`config.mk`:
```
export PLATFORM = sky130hd
export DESIGN_NAME = slpc_sleep_ctrl
export DESIGN_NICKNAME = d
export VERILOG_FILES = /design/src/rtl/slpc_pkg.sv /design/src/rtl/slpc_sleep_ctrl.sv
export VERILOG_INCLUDE_DIRS = /design/src /design/src/rtl
export SDC_FILE = /design/constraint.sdc
export NUM_CORES = 1
export LEC_CHECK = 0
export ABC_AREA = 1
export BUFFER_PORTS_ARGS = -buffer_cell sky130_fd_sc_hd__buf_2
export CORE_MARGIN = 2
export CORE_UTILIZATION = 50
export DETAILED_ROUTE_END_ITERATION = 12
export PLACE_DENSITY_LB_ADDON = 0.05
export SLEW_MARGIN = 20
export SYNTH_ARGS = -nofsm -noshare
export SYNTH_HDL_FRONTEND = slang
export SYNTH_SLANG_ARGS = --single-unit
export TNS_END_PERCENT = 10
```
`constraint.sdc`:
```
create_clock -name clk -period 1.65 [get_ports clk]
set_input_delay 0.33 -clock clk [delete_from_list [all_inputs] [get_ports clk]]
set_output_delay 0.33 -clock clk [all_outputs]
set_load 0.005 [all_outputs]
```
`src/rtl/slpc_defines.svh`:
```
/*
  Constants for the sleep controller: mode codes, control bit reset values
  and wake-up timing counts. Assumes a 100 MHz system clock.
*/
`ifndef SLPC_DEFINES_SVH
`define SLPC_DEFINES_SVH

`define SLPC_MODE_IDLE 3'h0
`define SLPC_MODE_ADCNR 3'h1
`define SLPC_MODE_PDOWN 3'h2
`define SLPC_MODE_PSAVE 3'h3
`define SLPC_MODE_STBY 3'h6
`define SLPC_MODE_XSTBY 3'h7
`define SLPC_BROWNOUT_SLEEP_OFF_RST 1'h0
`define SLPC_CLK_NS 10
`define SLPC_HALT_EXTRA 4
`define SLPC_STBY_WAKE 6
`define SLPC_BOD_WAKE_NS 60000
`define SLPC_BOD_WAKE_CYC (`SLPC_BOD_WAKE_NS / `SLPC_CLK_NS)
`define SLPC_TIMED_WIN 4

`endif

```
`src/rtl/slpc_pkg.sv`:
```
/*
  Types for the sleep controller. Assumes slpc_defines.svh for numbers.
*/
package slpc_pkg;
  typedef enum logic [1:0] {
    SLPC_RUN,
    SLPC_SLEEP,
    SLPC_WAKE
  } slpc_state_t;

  // Clock domain gates, 1 = clock running
  typedef struct packed {
    logic cpu;
    logic flash;
    logic io;
    logic adc;
    logic asy;
    logic osc;
  } slpc_clk_t;

  // Wake event sources
  typedef struct packed {
    logic ext0;
    logic ext1;
    logic pin_chg;
    logic twi_match;
    logic tmr2;
    logic spm_rdy;
    logic adc_done;
    logic wdt_irq;
    logic other_io;
  } slpc_wake_t;
endpackage : slpc_pkg

```
`src/rtl/slpc_sleep_ctrl.sv`:
```
/*
  Sleep mode controller: gates clock domains per mode, qualifies wake
  events, times the wake-up delay and handles software brown-out disable.
  Assumes the core pulses sleep_instr and presents enabled irq levels.
*/
// What this block does
// RULE1 - Sleep only with enable set plus instruction
// RULE2 - Idle stops only CPU and flash clocks
// RULE3 - Idle wakes on any enabled interrupt
// RULE4 - ADC noise mode stops IO, CPU, flash
// RULE5 - Timer2 runs there only when asynchronous
// RULE6 - ADC conversion starts on noise mode entry
// RULE7 - Noise mode wakes only on listed events
// RULE8 - Halt start-up plus four cycles after wake
// RULE9 - Register file and SRAM kept unchanged
// RULE10 - Reset during sleep restarts at vector
// RULE11 - Async clock and oscillator per mode table
// RULE12 - Outside idle, external irqs wake level only
// RULE13 - Brown-out sleep bit turns monitor off
// RULE14 - Software disable only in deep modes
// RULE15 - Monitor re-enabled on every wake
// RULE16 - Wake delay about 60 us after disable
// RULE17 - Brown-out sleep bit needs timed sequence
// RULE18 - Standby advised only with crystal clock
// RULE19 - Power-down stops all generated clocks
// RULE20 - Power-save keeps timer2 for wake
// RULE21 - Standby modes keep oscillator, wake six
// RULE22 - Codes 100, 101 enter no sleep
`include "slpc_defines.svh"

module slpc_sleep_ctrl (
  // Clock and reset
  input wire logic clk,
  input wire logic rstn,
  // Core control
  input wire logic sleep_enable_bit,
  input wire logic [2:0] sleep_select_field,
  input wire logic sleep_instr,
  input wire logic brownout_sleep_off_enable_wr,
  input wire logic brownout_sleep_off_wr,
  input wire logic brownout_sleep_off_wr_val,
  // Wake sources and configuration
  input wire slpc_pkg::slpc_wake_t wake_in,
  input wire logic ext0_level,
  input wire logic ext1_level,
  input wire logic tmr2_async,
  input wire logic adc_enabled,
  input wire logic [15:0] startup_cycles,
  // Outputs
  output slpc_pkg::slpc_clk_t clk_gate,
  output logic tmr2_clk_en,
  output logic adc_start,
  output logic brownout_monitor_en,
  output logic brownout_sleep_off,
  output logic cpu_halt,
  output logic irq_resume,
  output logic [2:0] active_mode
);
  import slpc_pkg::*;

  slpc_state_t state_q, state_d;
  logic [2:0] mode_q, mode_d;
  logic [15:0] cnt_q, cnt_d;
  logic brownout_sleep_off_q, brownout_sleep_off_d;
  logic [2:0] win_q, win_d;
  logic bod_off_q, bod_off_d;
  slpc_clk_t clk_gate_q, clk_gate_d;
  logic tmr2_q, tmr2_d, adc_start_q, adc_start_d, resume_q, resume_d;
  logic wake_ok;
  logic mode_valid, deep_mode;
  logic halt_q, halt_d, bod_en_q, bod_en_d;

  // Mode decode
  always_comb begin
    // RULE22 reserved codes
    mode_valid = (sleep_select_field != 3'h4) && (sleep_select_field != 3'h5);
    // RULE14 deep modes only
    deep_mode = (sleep_select_field == `SLPC_MODE_PDOWN) ||
                (sleep_select_field == `SLPC_MODE_PSAVE) ||
                (sleep_select_field == `SLPC_MODE_STBY) ||
                (sleep_select_field == `SLPC_MODE_XSTBY);
  end

  // Wake qualification per current mode
  always_comb begin
    logic ext_any;
    ext_any = 1'b0;
    wake_ok = 1'b0;
    // RULE12 level-only external irq
    ext_any = (wake_in.ext0 && ext0_level) || (wake_in.ext1 && ext1_level) ||
              wake_in.pin_chg;
    case (mode_q)
      // RULE3 any enabled irq
      `SLPC_MODE_IDLE: wake_ok = |wake_in;
      // RULE7 restricted event set
      `SLPC_MODE_ADCNR: wake_ok = ext_any || wake_in.twi_match ||
        (wake_in.tmr2 && tmr2_async) || wake_in.spm_rdy ||
        wake_in.adc_done || wake_in.wdt_irq;
      // RULE20 timer2 wake in save modes
      `SLPC_MODE_PSAVE, `SLPC_MODE_XSTBY: wake_ok = ext_any ||
        wake_in.twi_match || wake_in.tmr2 || wake_in.wdt_irq;
      // RULE19 power-down and standby set
      default: wake_ok = ext_any || wake_in.twi_match || wake_in.wdt_irq;
    endcase
  end

  // Brown-out sleep bit, timed write
  always_comb begin
    brownout_sleep_off_d = brownout_sleep_off_q;
    win_d = (win_q != 3'h0) ? win_q - 3'h1 : 3'h0;
    // RULE15 bit consumed by sleep
    if (state_q == SLPC_WAKE && state_d == SLPC_RUN) begin
      brownout_sleep_off_d = 1'b0;
    end
    // RULE17 enable opens window
    // A write in the resume cycle wins over the clear
    if (brownout_sleep_off_enable_wr) begin
      win_d = 3'(`SLPC_TIMED_WIN);
    end else if (brownout_sleep_off_wr && win_q != 3'h0) begin
      brownout_sleep_off_d = brownout_sleep_off_wr_val;
      win_d = 3'h0;
    end
  end

  // Sleep sequencer
  always_comb begin
    state_d = state_q;
    mode_d = mode_q;
    cnt_d = cnt_q;
    bod_off_d = bod_off_q;
    adc_start_d = 1'b0;
    resume_d = 1'b0;
    case (state_q)
      SLPC_RUN: begin
        // RULE1 both conditions
        if (sleep_instr && sleep_enable_bit && mode_valid) begin
          state_d = SLPC_SLEEP;
          mode_d = sleep_select_field;
          // RULE13 monitor off
          bod_off_d = brownout_sleep_off_q && deep_mode;
          // RULE6 auto conversion
          adc_start_d = (sleep_select_field == `SLPC_MODE_ADCNR) &&
                        adc_enabled;
        end
      end
      SLPC_SLEEP: begin
        if (wake_ok) begin
          state_d = SLPC_WAKE;
          // RULE15 monitor back on
          bod_off_d = 1'b0;
          // RULE16 extended delay
          if (bod_off_q) begin
            cnt_d = 16'(`SLPC_BOD_WAKE_CYC + `SLPC_HALT_EXTRA);
          // RULE21 six-cycle wake
          end else if (mode_q == `SLPC_MODE_STBY ||
                       mode_q == `SLPC_MODE_XSTBY) begin
            cnt_d = 16'(`SLPC_STBY_WAKE + `SLPC_HALT_EXTRA);
          // RULE8 start-up plus four
          end else begin
            cnt_d = startup_cycles + 16'(`SLPC_HALT_EXTRA);
          end
        end
      end
      SLPC_WAKE: begin
        if (cnt_q <= 16'h1) begin
          state_d = SLPC_RUN;
          resume_d = 1'b1;
          cnt_d = 16'h0;
        end else begin
          cnt_d = cnt_q - 16'h1;
        end
      end
      default: state_d = SLPC_RUN;
    endcase
    // Monitor enable registered from next value
    bod_en_d = !bod_off_d;
  end

  // Clock gating per mode
  always_comb begin
    clk_gate_d = '1;
    tmr2_d = 1'b1;
    if (state_d != SLPC_RUN) begin
      clk_gate_d.cpu = 1'b0;
      clk_gate_d.flash = 1'b0;
      case (mode_d)
        // RULE2 idle gating
        `SLPC_MODE_IDLE: ;
        // RULE4 noise mode gating
        `SLPC_MODE_ADCNR: begin
          clk_gate_d.io = 1'b0;
          // RULE5 sync timer2 frozen
          tmr2_d = tmr2_async;
        end
        // RULE11 async and osc per mode
        `SLPC_MODE_PSAVE, `SLPC_MODE_XSTBY: begin
          clk_gate_d.io = 1'b0;
          clk_gate_d.adc = 1'b0;
          clk_gate_d.osc = (mode_d == `SLPC_MODE_XSTBY);
          tmr2_d = tmr2_async;
        end
        default: begin
          clk_gate_d.io = 1'b0;
          clk_gate_d.adc = 1'b0;
          clk_gate_d.asy = 1'b0;
          clk_gate_d.osc = (mode_d == `SLPC_MODE_STBY);
          tmr2_d = 1'b0;
        end
      endcase
    end
    // Halt flag mirrors the CPU gate
    halt_d = !clk_gate_d.cpu;
  end

  // State registers; RULE10 reset returns to run and vector
  // RULE9 no storage touched, only clocks gated
  always_ff @(posedge clk or negedge rstn) begin
    if (!rstn) begin
      state_q <= SLPC_RUN;
      mode_q <= `SLPC_MODE_IDLE;
      cnt_q <= 16'h0;
      brownout_sleep_off_q <= `SLPC_BROWNOUT_SLEEP_OFF_RST;
      win_q <= 3'h0;
      bod_off_q <= 1'b0;
      clk_gate_q <= '1;
      tmr2_q <= 1'b1;
      adc_start_q <= 1'b0;
      resume_q <= 1'b0;
      halt_q <= 1'b0;
      bod_en_q <= 1'b1;
    end else begin
      state_q <= state_d;
      mode_q <= mode_d;
      cnt_q <= cnt_d;
      brownout_sleep_off_q <= brownout_sleep_off_d;
      win_q <= win_d;
      bod_off_q <= bod_off_d;
      clk_gate_q <= clk_gate_d;
      tmr2_q <= tmr2_d;
      adc_start_q <= adc_start_d;
      resume_q <= resume_d;
      halt_q <= halt_d;
      bod_en_q <= bod_en_d;
    end
  end

  assign clk_gate = clk_gate_q;
  assign tmr2_clk_en = tmr2_q;
  assign adc_start = adc_start_q;
  assign brownout_monitor_en = bod_en_q;
  assign brownout_sleep_off = brownout_sleep_off_q;
  assign cpu_halt = halt_q;
  assign irq_resume = resume_q;
  assign active_mode = mode_q;

  // Assertions
  property p_enter;
    @(posedge clk) disable iff (!rstn)
    (state_q == SLPC_RUN && !(sleep_instr && sleep_enable_bit)) |=>
      state_q != SLPC_SLEEP;
  endproperty
  a_enter: assert property (p_enter) else $error("sleep without enable"); // RULE1

  property p_idle;
    @(posedge clk) disable iff (!rstn)
    (state_q == SLPC_SLEEP && mode_q == `SLPC_MODE_IDLE) |->
      clk_gate_q.io && clk_gate_q.adc && !clk_gate_q.cpu;
  endproperty
  a_idle: assert property (p_idle) else $error("idle gating wrong"); // RULE2

  property p_adcnr;
    @(posedge clk) disable iff (!rstn)
    (state_q == SLPC_SLEEP && mode_q == `SLPC_MODE_ADCNR) |->
      !clk_gate_q.io && clk_gate_q.adc && clk_gate_q.asy;
  endproperty
  a_adcnr: assert property (p_adcnr) else $error("noise gating wrong"); // RULE4

  property p_adcstart;
    @(posedge clk) disable iff (!rstn)
    (state_q == SLPC_RUN && sleep_instr && sleep_enable_bit &&
     sleep_select_field == `SLPC_MODE_ADCNR && adc_enabled) |=> adc_start;
  endproperty
  a_adcstart: assert property (p_adcstart) else $error("no adc start"); // RULE6

  property p_edge;
    @(posedge clk) disable iff (!rstn)
    (state_q == SLPC_SLEEP && mode_q == `SLPC_MODE_PDOWN &&
     wake_in == 9'h100 && !ext0_level) |=> state_q == SLPC_SLEEP;
  endproperty
  a_edge: assert property (p_edge) else $error("edge irq woke"); // RULE12

  property p_stby;
    @(posedge clk) disable iff (!rstn)
    (state_q == SLPC_SLEEP && mode_q == `SLPC_MODE_STBY && !bod_off_q &&
     wake_ok) |=> (state_q == SLPC_WAKE) [*5] ##1
      (state_q == SLPC_WAKE) [*5] ##1 (state_q == SLPC_RUN);
  endproperty
  a_stby: assert property (p_stby) else $error("standby wake time"); // RULE21

  property p_bodon;
    @(posedge clk) disable iff (!rstn)
    state_q == SLPC_WAKE |-> brownout_monitor_en;
  endproperty
  a_bodon: assert property (p_bodon) else $error("bod still off"); // RULE15

  property p_bodkeep;
    @(posedge clk) disable iff (!rstn)
    (mode_q == `SLPC_MODE_IDLE || mode_q == `SLPC_MODE_ADCNR) |->
      brownout_monitor_en;
  endproperty
  a_bodkeep: assert property (p_bodkeep) else $error("bod off shallow"); // RULE14

  property p_resv;
    @(posedge clk) disable iff (!rstn)
    (state_q == SLPC_RUN && sleep_select_field[2:1] == 2'b10) |=>
      state_q == SLPC_RUN;
  endproperty
  a_resv: assert property (p_resv) else $error("reserved entered"); // RULE22

  c_idle: cover property (@(posedge clk) disable iff (!rstn)
    state_q == SLPC_SLEEP && mode_q == `SLPC_MODE_IDLE ##1
    state_q == SLPC_WAKE);
  c_adcnr: cover property (@(posedge clk) disable iff (!rstn)
    adc_start);
  c_bod: cover property (@(posedge clk) disable iff (!rstn)
    !brownout_monitor_en ##1 brownout_monitor_en);
endmodule : slpc_sleep_ctrl

```
# Word-level counts from Yosys, hierarchy flattened
# Cells that the tools add are included.
# op_classes
addsub	3
order_cmp	1
eq_ne	18
muxes	32
n_reduce_logical	40
# ops
op	count
two-way mux 16 bit	4
one-hot mux 16 bit (2 select lines)	1
== test 3 bit (second input constant)	6
adder 16 x 3 -> 16 bit (second input constant)	1
<= comparator 16 x 1 -> 1 bit (second input constant)	1
subtractor 16 x 1 -> 16 bit (second input constant)	1
two-way mux 3 bit	5
logical OR 1 bit	14
two-way mux 1 bit	13
== test 3 x 2 -> 1 bit (second input constant)	4
logical AND 1 bit	10
== test 3 x 1 -> 1 bit (second input constant)	3
OR reduction 9 bit	1
logical NOT 3 bit	2
two-way mux 2 bit	3
two-way mux 6 bit	1
inequality test 3 bit (second input constant)	2
one-hot mux 1 bit (2 select lines)	3
one-hot mux 2 bit (3 select lines)	1
OR reduction 2 bit	3
logical NOT 2 bit	2
nonzero test 2 bit	2
OR reduction 4 bit	1
one-hot mux 1 bit (3 select lines)	1
8 further kinds	9
# word_totals
register_bits	37
in_bits	39
out_inout_bits	15
wordCells	111

# Longest topological paths before layout
# Gate-level depths: netlist (run 1).
# logic_depth
depth_word	16
mapped_depth	14
ltp_nobuf	13

# Worst setup path after synthesis (run 1)
# OpenSTA, ideal clock, no wires.
# synth_path
path_kind	reg2reg
start	reg cnt_q[0]
end	reg cnt_q[8]
setup_ps	66
arrival_ps	1558
t_required_ps	1584
path_slack_ps	27
stages_incl_launch_ff	12
path_buffers	0
synth_period_minus_slack_ps	1623
cell_sequence	dfrtp_1 -> inv_1 -> ha_1 -> o21ai_0 -> inv_1 -> nand4_4 -> nand2_4 -> nor2_1 -> nand2_1 -> nand2_1 -> nand2_1 -> nand2_1
# synth_via
elab_chain_cells	3
word_cells_on_any_way	4
cone_classes	add/sub (1); order compare (1); mux (2)
# synth_lines
element	line_no	rtl
start, declared	slpc_sleep_ctrl.sv:63	logic [15:0] cnt_q, cnt_d;
start signal, assigned	slpc_sleep_ctrl.sv:234	cnt_q <= cnt_d;
subtractor 16 x 1 -> 16 bit / <= comparator 16 x 1 -> 1 bit (equally long branches)	slpc_sleep_ctrl.sv:170, slpc_sleep_ctrl.sv:165	
two-way mux 16 bit *	slpc_sleep_ctrl.sv:165	if (cnt_q <= 16'h1) begin
one-hot mux 16 bit (2 select lines) *	slpc_sleep_ctrl.sv:133	case (state_q)
# Mark *: on every way between the ends. The rest lies on a longest branch, timed or not.
# A chain may end at the register's enable or synchronous reset.

# Worst setup path in the final report (run 1)
# layout_path
start	reg cnt_q[0]
end	reg brownout_sleep_off_q, in the netlist brownout_sleep_off
# layout_via
elab_chain_cells	8
# layout_lines
element	line_no	rtl
<= comparator 16 x 1 -> 1 bit *	slpc_sleep_ctrl.sv:165	
two-way mux 2 bit *	slpc_sleep_ctrl.sv:165	
one-hot mux 2 bit (3 select lines) *	slpc_sleep_ctrl.sv:133	
logical NOT 2 bit *	slpc_sleep_ctrl.sv:112	if (state_q == SLPC_WAKE && state_d == SLPC_RUN) begin
logical AND 1 bit *	slpc_sleep_ctrl.sv:112	
two-way mux 1 bit *	slpc_sleep_ctrl.sv:112	
two-way mux 1 bit	slpc_sleep_ctrl.sv:119	end else if (brownout_sleep_off_wr && win_q != 3'h0) begin
two-way mux 1 bit *	slpc_sleep_ctrl.sv:117	if (brownout_sleep_off_enable_wr) begin
net brownout_sleep_off_d	slpc_sleep_ctrl.sv:64	logic brownout_sleep_off_q, brownout_sleep_off_d;
end signal, assigned	slpc_sleep_ctrl.sv:222	brownout_sleep_off_q <= `SLPC_BROWNOUT_SLEEP_OFF_RST;
end signal, assigned	slpc_sleep_ctrl.sv:235	brownout_sleep_off_q <= brownout_sleep_off_d;
end, declared	slpc_sleep_ctrl.sv:64	
# Mark *: on every way through the listed nets, which the timed path passes. The rest lies on a longest branch.

==> impl_results.md, run 1 <==
- Wire per inst: 12.6 um
- Pin count of the biggest net entering global routing: 20
- Worst hold slack: 0.211 ns
- Final Cycle Share: 97.5%
- P_int: 1.32 mW
- Syn Std Cell Area: 2650 um^2
- Clock period minus worst slack: 1.61 ns
- Clk slew on worst S/H paths: 0.07 ns
- First-pass GRT wire length: 11,700 um
- Startpoint types: flop
- Overflow after GRT: 0
- Multi-input logic area: 1630 um^2
- Final setup viols: 0
- PwrDens: 518 nW/um^2
- Synth area leaders: dfrtp_1 27%, nand2_1 17%, nand3_1 8.7%, dfstp_2 6.9%, nor2_1 6.1%
- Synthesis-stage register bit count: 36
- Clk_lat worst skew: 0.29 ns
- Syn Nets: 430
- Synth cell count leaders: 123 x nand2_1, 46 x nand3_1, 43 x nor2_1, 42 x inv_1, 29 x dfrtp_1
- Total of max-cap violations: 0
- Critical Path End Type: flop
- Post-detail-place hpwl: 5270 um
- Num rows: 26
- Synth cell types: 35
- Fmax: 622 MHz
- DRC: 0
- Area leader, netlist: dfrtp_1
- I/O Buffers: 53
- Die ar.: 5900 um^2
- Yosys top cell area share: 27.4%
- Fin nets: 510
- Clock Tree Root: clkbuf_8
- Top-count cell post-synth: nand2_1
- Clock network fraction of design power: 36.9%
- First drt pass iteration count: 5
- Worst IR Drop VDD: 0.533 mV
- Vias in the first global route: 2,619
- # fillers: 485
- Asr flop ratio synth: 100%
- Switching portion of total power: 24.0%
- Core area: 5110 um^2
- Slew headroom: 69.3%
- Min-Delay Path Class: input port to flop
- Clk_skew: 0.0113 ns
- Layout Utilization: 65.7%
- Reg area: 912 um^2
- Cts bufs inserted: 5
- Die Wd: 76.8 um
- Routed WL: 6790 um
- Sink Count: 36
- Clock buffer depth: 2
- Ant. Diodes: 0
- Kind of critical path: flop to flop
- Mean Syn Cell Area: 6.87 um^2
- Post-Syn Instances: 386
- DRT iter0 DRCs: 211
- DRT antenna net count: 0
- Unrepaired setup endpoints after global routing: yes
- Die height: 76.8 um
- Seq/Total Area, Yosys: 34.3%
- Comb pwr share: 11.0%
- H-tree depth: 2
- Slew @ Worst Pin: 0.460 ns
- Via count: 2,712
- Status: finished, final reports clean
- CTS tree: done
- Worst EP required: 1.82 ns
- P&R area growth vs syn: 26.6%
- Worst Path Arrival: 1.78 ns
- Final Wtd Congestion: 0.895
- Reg power frac: 52.1%
- Final Instance Area: 3350 um^2
- CP max FO: 4
- Max-slew violation count: 0
- Synth warn: 0
- Post-synth EDFFs: 0
- Share of post-route cells with drive strength above 1: 27.8%
- Via/cell ratio: 5.05
- Pleak: 1.66 nW
- Tot GR Track Use: 24.5%
- I/O Pins: 54
- Fin. Hold Viols: 0
- Initial antenna violation count: 0
- Post-placement cell area: 3140 um^2
- P_sw: 0.418 mW
- Post-synth top flop: dfrtp_1
- Starting density of the core: 51.9%
[path summary, 6_finish.rpt]
| path | endpoint | slack (ns) | cells past startpoint | start |
|---|---|---|---|---|
| max in group asynchronous | brownout_monitor_en | 0.59 | 3 | rstn |
| min in group asynchronous | cnt_q[10] | 0.52 | 2 | rstn |
| max reg2reg | brownout_sleep_off | 0.04 | 7 | cnt_q[0] |
| min reg2reg | win_q[0] | 0.47 | 1 | win_q[0] |
| min | win_q[0] | 0.21 | 2 | brownout_sleep_off_wr |
| max | brownout_sleep_off | 0.04 | 7 | cnt_q[0] |
[cell usage in the layout (no fill, tap or decap), drive strengths merged]
master	Yosys	final
a21o	1	1
a21oi	4	4
buf	3	76
clkbuf	2	8
dfrtp	29	29
dfstp	7	7
dlygate4sd3	0	1
ha	5	5
inv	46	46
nand2	130	131
nand3	47	47
nand4	12	12
nor2	52	52
nor3	6	6
nor4	2	2
o2111ai	1	1
o21a	2	2
o21ai	14	14
o21bai	10	10
o22ai	3	3
or2	1	1
xnor2	5	5
xor2	4	4
[flip-flops by register name (all words and copies together), names as in the netlist]
name	flops
cnt_q	16
clk_gate	5
active_mode	3
win_q	3
state_q	2
adc_start	1
bod_off_q	1
brownout_monitor_en	1
brownout_sleep_off	1
cpu_halt	1
irq_resume	1
tmr2_clk_en	1
[cell type report]
cell class	instances	area share (%)
Multi-Input combinational cell	300	48.6
Sequential cell	36	27.2
Timing Repair Buffer	77	13.7
Inverter	46	5.22
Clock buffer	8	2.69
Tap cell	70	2.61
[through the flow]
step           setup TNS (ns)  instances  total power, mW  setup WS, ns
6_report                    0        537             1.74        0.0418
2_1_floorplan               0        386             1.00        0.0265
5_1_grt               -0.0415        537             1.84       -0.0195
3_5_place_dp                0        525             1.11        0.0254
4_1_cts                     0        534             1.77        0.0516
3_3_place_gp                0        525             1.11        0.0399
[critical path, cell delays in order (launching register included)]
cell	delay, ns
dfrtp_1	0.44
inv_2	0.10
ha_4	0.16
o21ai_2	0.08
buf_4	0.14
nor4_2	0.33
buf_4	0.18
o21ai_0	0.06
[cell families after synthesis]
kind of cell,after synthesis,share of synthesized area (%)
AO/OA/AOI/OAI,35,8.26
XOR/XNOR,9,2.97
adder cells (fa/ha/maj),5,2.36
buffers and inverters,51,8.03
flip-flops,36,34.3
AND/OR/NAND/NOR,250,44.1
[power groups by stage]
stage               Sequential (mW)  Combinational [mW]  Clock [mW]
floorplan                     0.922              0.0825           0
global placement              0.923               0.185           0
detailed placement            0.923               0.190           0
CTS                           0.906               0.192       0.669
global route                  0.907               0.221       0.711
finish                        0.907               0.190       0.642
[layer usage]
layer,global-route usage [%],vias up,part of all wire (%)
li1,-,1405,-
met1,32.1,1233,46
met2,41.9,66,48
met3,3.88,8,4.4
met4,7.09,0,1.4
met5,0,-,0
[repair_timing]
action / 4_1_cts / 5_1_grt
hold buffers: 1 / 0
resized for setup: 1 / 27
pin swaps: 0 / 5
endpoints found under the setup margin: 3 / 21
endpoints found under the hold margin: 1 / 0
cloned: 0 / 1
buffers inserted: 0 / 2
(Power assumes the default switching activity.)
==> run 2, diff against run 1 <==
--- a/config.mk
+++ b/config.mk
@@ -9,9 +9,10 @@
 export ABC_AREA = 1
 export BUFFER_PORTS_ARGS = -buffer_cell sky130_fd_sc_hd__buf_2
 export CORE_MARGIN = 2
-export CORE_UTILIZATION = 50
+export CORE_UTILIZATION = 59
 export DETAILED_ROUTE_END_ITERATION = 12
 export PLACE_DENSITY_LB_ADDON = 0.05
+export SETUP_SLACK_MARGIN = 0.15
 export SLEW_MARGIN = 20
 export SYNTH_ARGS = -nofsm -noshare
 export SYNTH_HDL_FRONTEND = slang
==> constraint.sdc (replaced) <==
create_clock -name clk -period 1.9 [get_ports clk]
set_input_delay 0.38 -clock clk [delete_from_list [all_inputs] [get_ports clk]]
set_output_delay 0.38 -clock clk [all_outputs]
set_load 0.005 [all_outputs]
==> run 2 against run 1 <==
Compared with the run above:
- wire length down 4.1%
- via count down 0.11%
- worst hold slack worse by 0.093 ns
- fmax decreased by 6.4%
- clock power fell by 6.4%
- design area down 7.2%
- worst setup slack better by 0.14 ns
- sequential share of layout area increased by 2.0 points
- critical path type unchanged
- largest cell class unchanged
==> impl_results.md, run 2 (synthesis gave the netlist of run 1 again) <==
- Most common cell after layout, fill and taps aside: nand2_1
- Clk slew on worst S/H paths: 0.07 ns
- Multi-input logic area: 1550 um^2
- Worst R2R End: cnt_q[8]
- Setup ws final: 0.182 ns
- Worst reg2reg startpoint: cnt_q[0]
- DRT antenna net count: 0
- Initial antenna violation count: 0
- Vias in the first global route: 2,468
- Final Wtd Congestion: 0.897
- Clock period minus worst slack: 1.72 ns
- Final Instance Area: 3110 um^2
- Startpoint types: flop
- Worst hold slack: 0.118 ns
- Pleak: 1.57 nW
- First drt pass iteration count: 4
- H-tree depth: 2
- Post-placement cell area: 2970 um^2
- Via count: 2,709
- Final Cycle Share: 90.4%
- Final setup viols: 0
- Finished Layout Cells: 501
- Slowest cell on the critical path: dfrtp_1
- Post-detail-place hpwl: 4970 um
- Overflow after GRT: 0
- Kind of critical path: flop to flop
- Dpl ws: 0.0463 ns
- Fmax: 582 MHz
- Ant. Diodes: 0
- Hold buffer count at CTS: 0
- CTS tree: done
- Clk_lat worst skew: 0.29 ns
- Die Wd: 71.0 um
- Total of max-cap violations: 0
- Cts bufs inserted: 5
- Pin count of the biggest net entering global routing: 37
- Worst Path Arrival: 1.95 ns
- Die height: 71.0 um
- Tot GR Track Use: 27.0%
- Slew headroom: 68.5%
- # fillers: 382
- Fin nets: 492
- Worst EP required: 2.13 ns
- Reg area: 910 um^2
- CP dominant cell by count: nand2_1
- Via/cell ratio: 5.41
- First-pass GRT wire length: 11,000 um
- Die ar.: 5040 um^2
- Max-slew violation count: 0
- Unrepaired setup endpoints after global routing: yes
- Clk_skew: 0.00700 ns
- Core area: 4350 um^2
- Largest stage delay, worst path: 0.40 ns
- CP Launch Point: cnt_q[0]
- Status: finished, final reports clean
- DRC: 0
- Worst IR Drop VDD: 0.431 mV
- I/O Buffers: 53
- Worst-case reg-to-reg path depth: 11
- Clock Tree Root: clkbuf_8
- Post-placement cell count: 490
- Clock buffer depth: 2
- Routed WL: 6510 um
- Sink Count: 36
- TNS Setup: 0 ns
- Fin. Hold Viols: 0
- Worst R2R Setup Slack: 0.18 ns
- Min-Delay Path Class: input port to async pin
- Slew @ Worst Pin: 0.469 ns
- Crit path cell chain: buf_4 -> ha_1 -> o21ai_2 -> inv_1 -> nand4_4 -> nand2_4 -> nor2_2 -> nand2_1 -> nand2_1 -> nand2_1 -> nand2_1
- I/O Pins: 54
- Share of post-route cells with drive strength above 1: 23.2%
- Num rows: 24
- P&R area growth vs syn: 17.5%
- Leading cell types in the layout, fill and taps excluded: 123 x nand2_1, 53 x buf_2, 45 x nand3_1
- DRT iter0 DRCs: 221
- Critical Path End Type: flop
- Wire per inst: 13.0 um
- Starting density of the core: 60.9%
- Top reg by flops: cnt_q
- CP max FO: 10
- PwrDens: 497 nW/um^2
- Max reg flops: 16
==> run 2: cell types whose count changed in the layout (fill, tap and decap cells not counted), moves of 3 or more <==
| cell | change |
|---|---|
| nor2_1 | +3 |
| o21ai_1 | -3 |
| nor2_4 | -4 |
| buf_4 | -15 |
| o21ai_0 | +3 |
==> run 2: final cells by class <==
type / count / share of cell area, %
Timing Repair Buffer: 60 / 10.2
Clock buffer: 8 / 3.21
Sequential cell: 36 / 29.2
Multi-Input combinational cell: 299 / 49.7
Inverter: 46 / 5.62
Tap cell: 52 / 2.09
==> run 2: metal layers <==
| layer | wire length [um] | track usage [%] |
|---|---|---|
| met1 | 2800 | 34.9 |
| met2 | 3170 | 45.4 |
| met3 | 415 | 5.41 |
| met4 | 123 | 9.22 |
| met5 | 0 | 0 |
==> run 2: worst max path at each step <==
stage | slack, ns | endpoint
after floorplan | 0.28 | cnt_q[8]
after global placement | 0.16 | cnt_q[8]
after detailed placement | 0.05 | cnt_q[8]
after CTS | 0.19 | cnt_q[8]
after global routing | 0.08 | cnt_q[8]
final | 0.18 | cnt_q[8]
==> run 2: critical path, delay by kind of cell, from the launching register on <==
kind / cells / cell delay (ns)
AOI/OAI and AO/OA: 1 / 0.17
adders and majority gates: 1 / 0.22
buffers and inverters: 2 / 0.24
DFF: 1 / 0.40
and+or+nand+nor: 7 / 0.61
==> run 2: repair_timing <==
| action | 4_1_cts | 5_1_grt |
|---|---|---|
| pin swaps | 0 | 1 |
| buffers inserted | 2 | 1 |
| setup endpoints to repair | 18 | 21 |
| resized for setup | 3 | 4 |
==> run 2: where the power goes <==
| group | internal [mW] | total (mW) | switching, mW |
|---|---|---|---|
| logic | 0.0665 | 0.158 | 0.0920 |
| clock network | 0.331 | 0.601 | 0.270 |
| registers | 0.780 | 0.788 | 0.00795 |
| total | 1.18 | 1.55 | 0.370 |
==> run 2: metrics by stage <==
stage	power, mW	util, %
CTS	1.56	71.1
floorplan	0.873	-
finish	1.55	71.5
global placement	0.957	68.3
global route	1.60	71.5
detailed placement	0.961	68.3
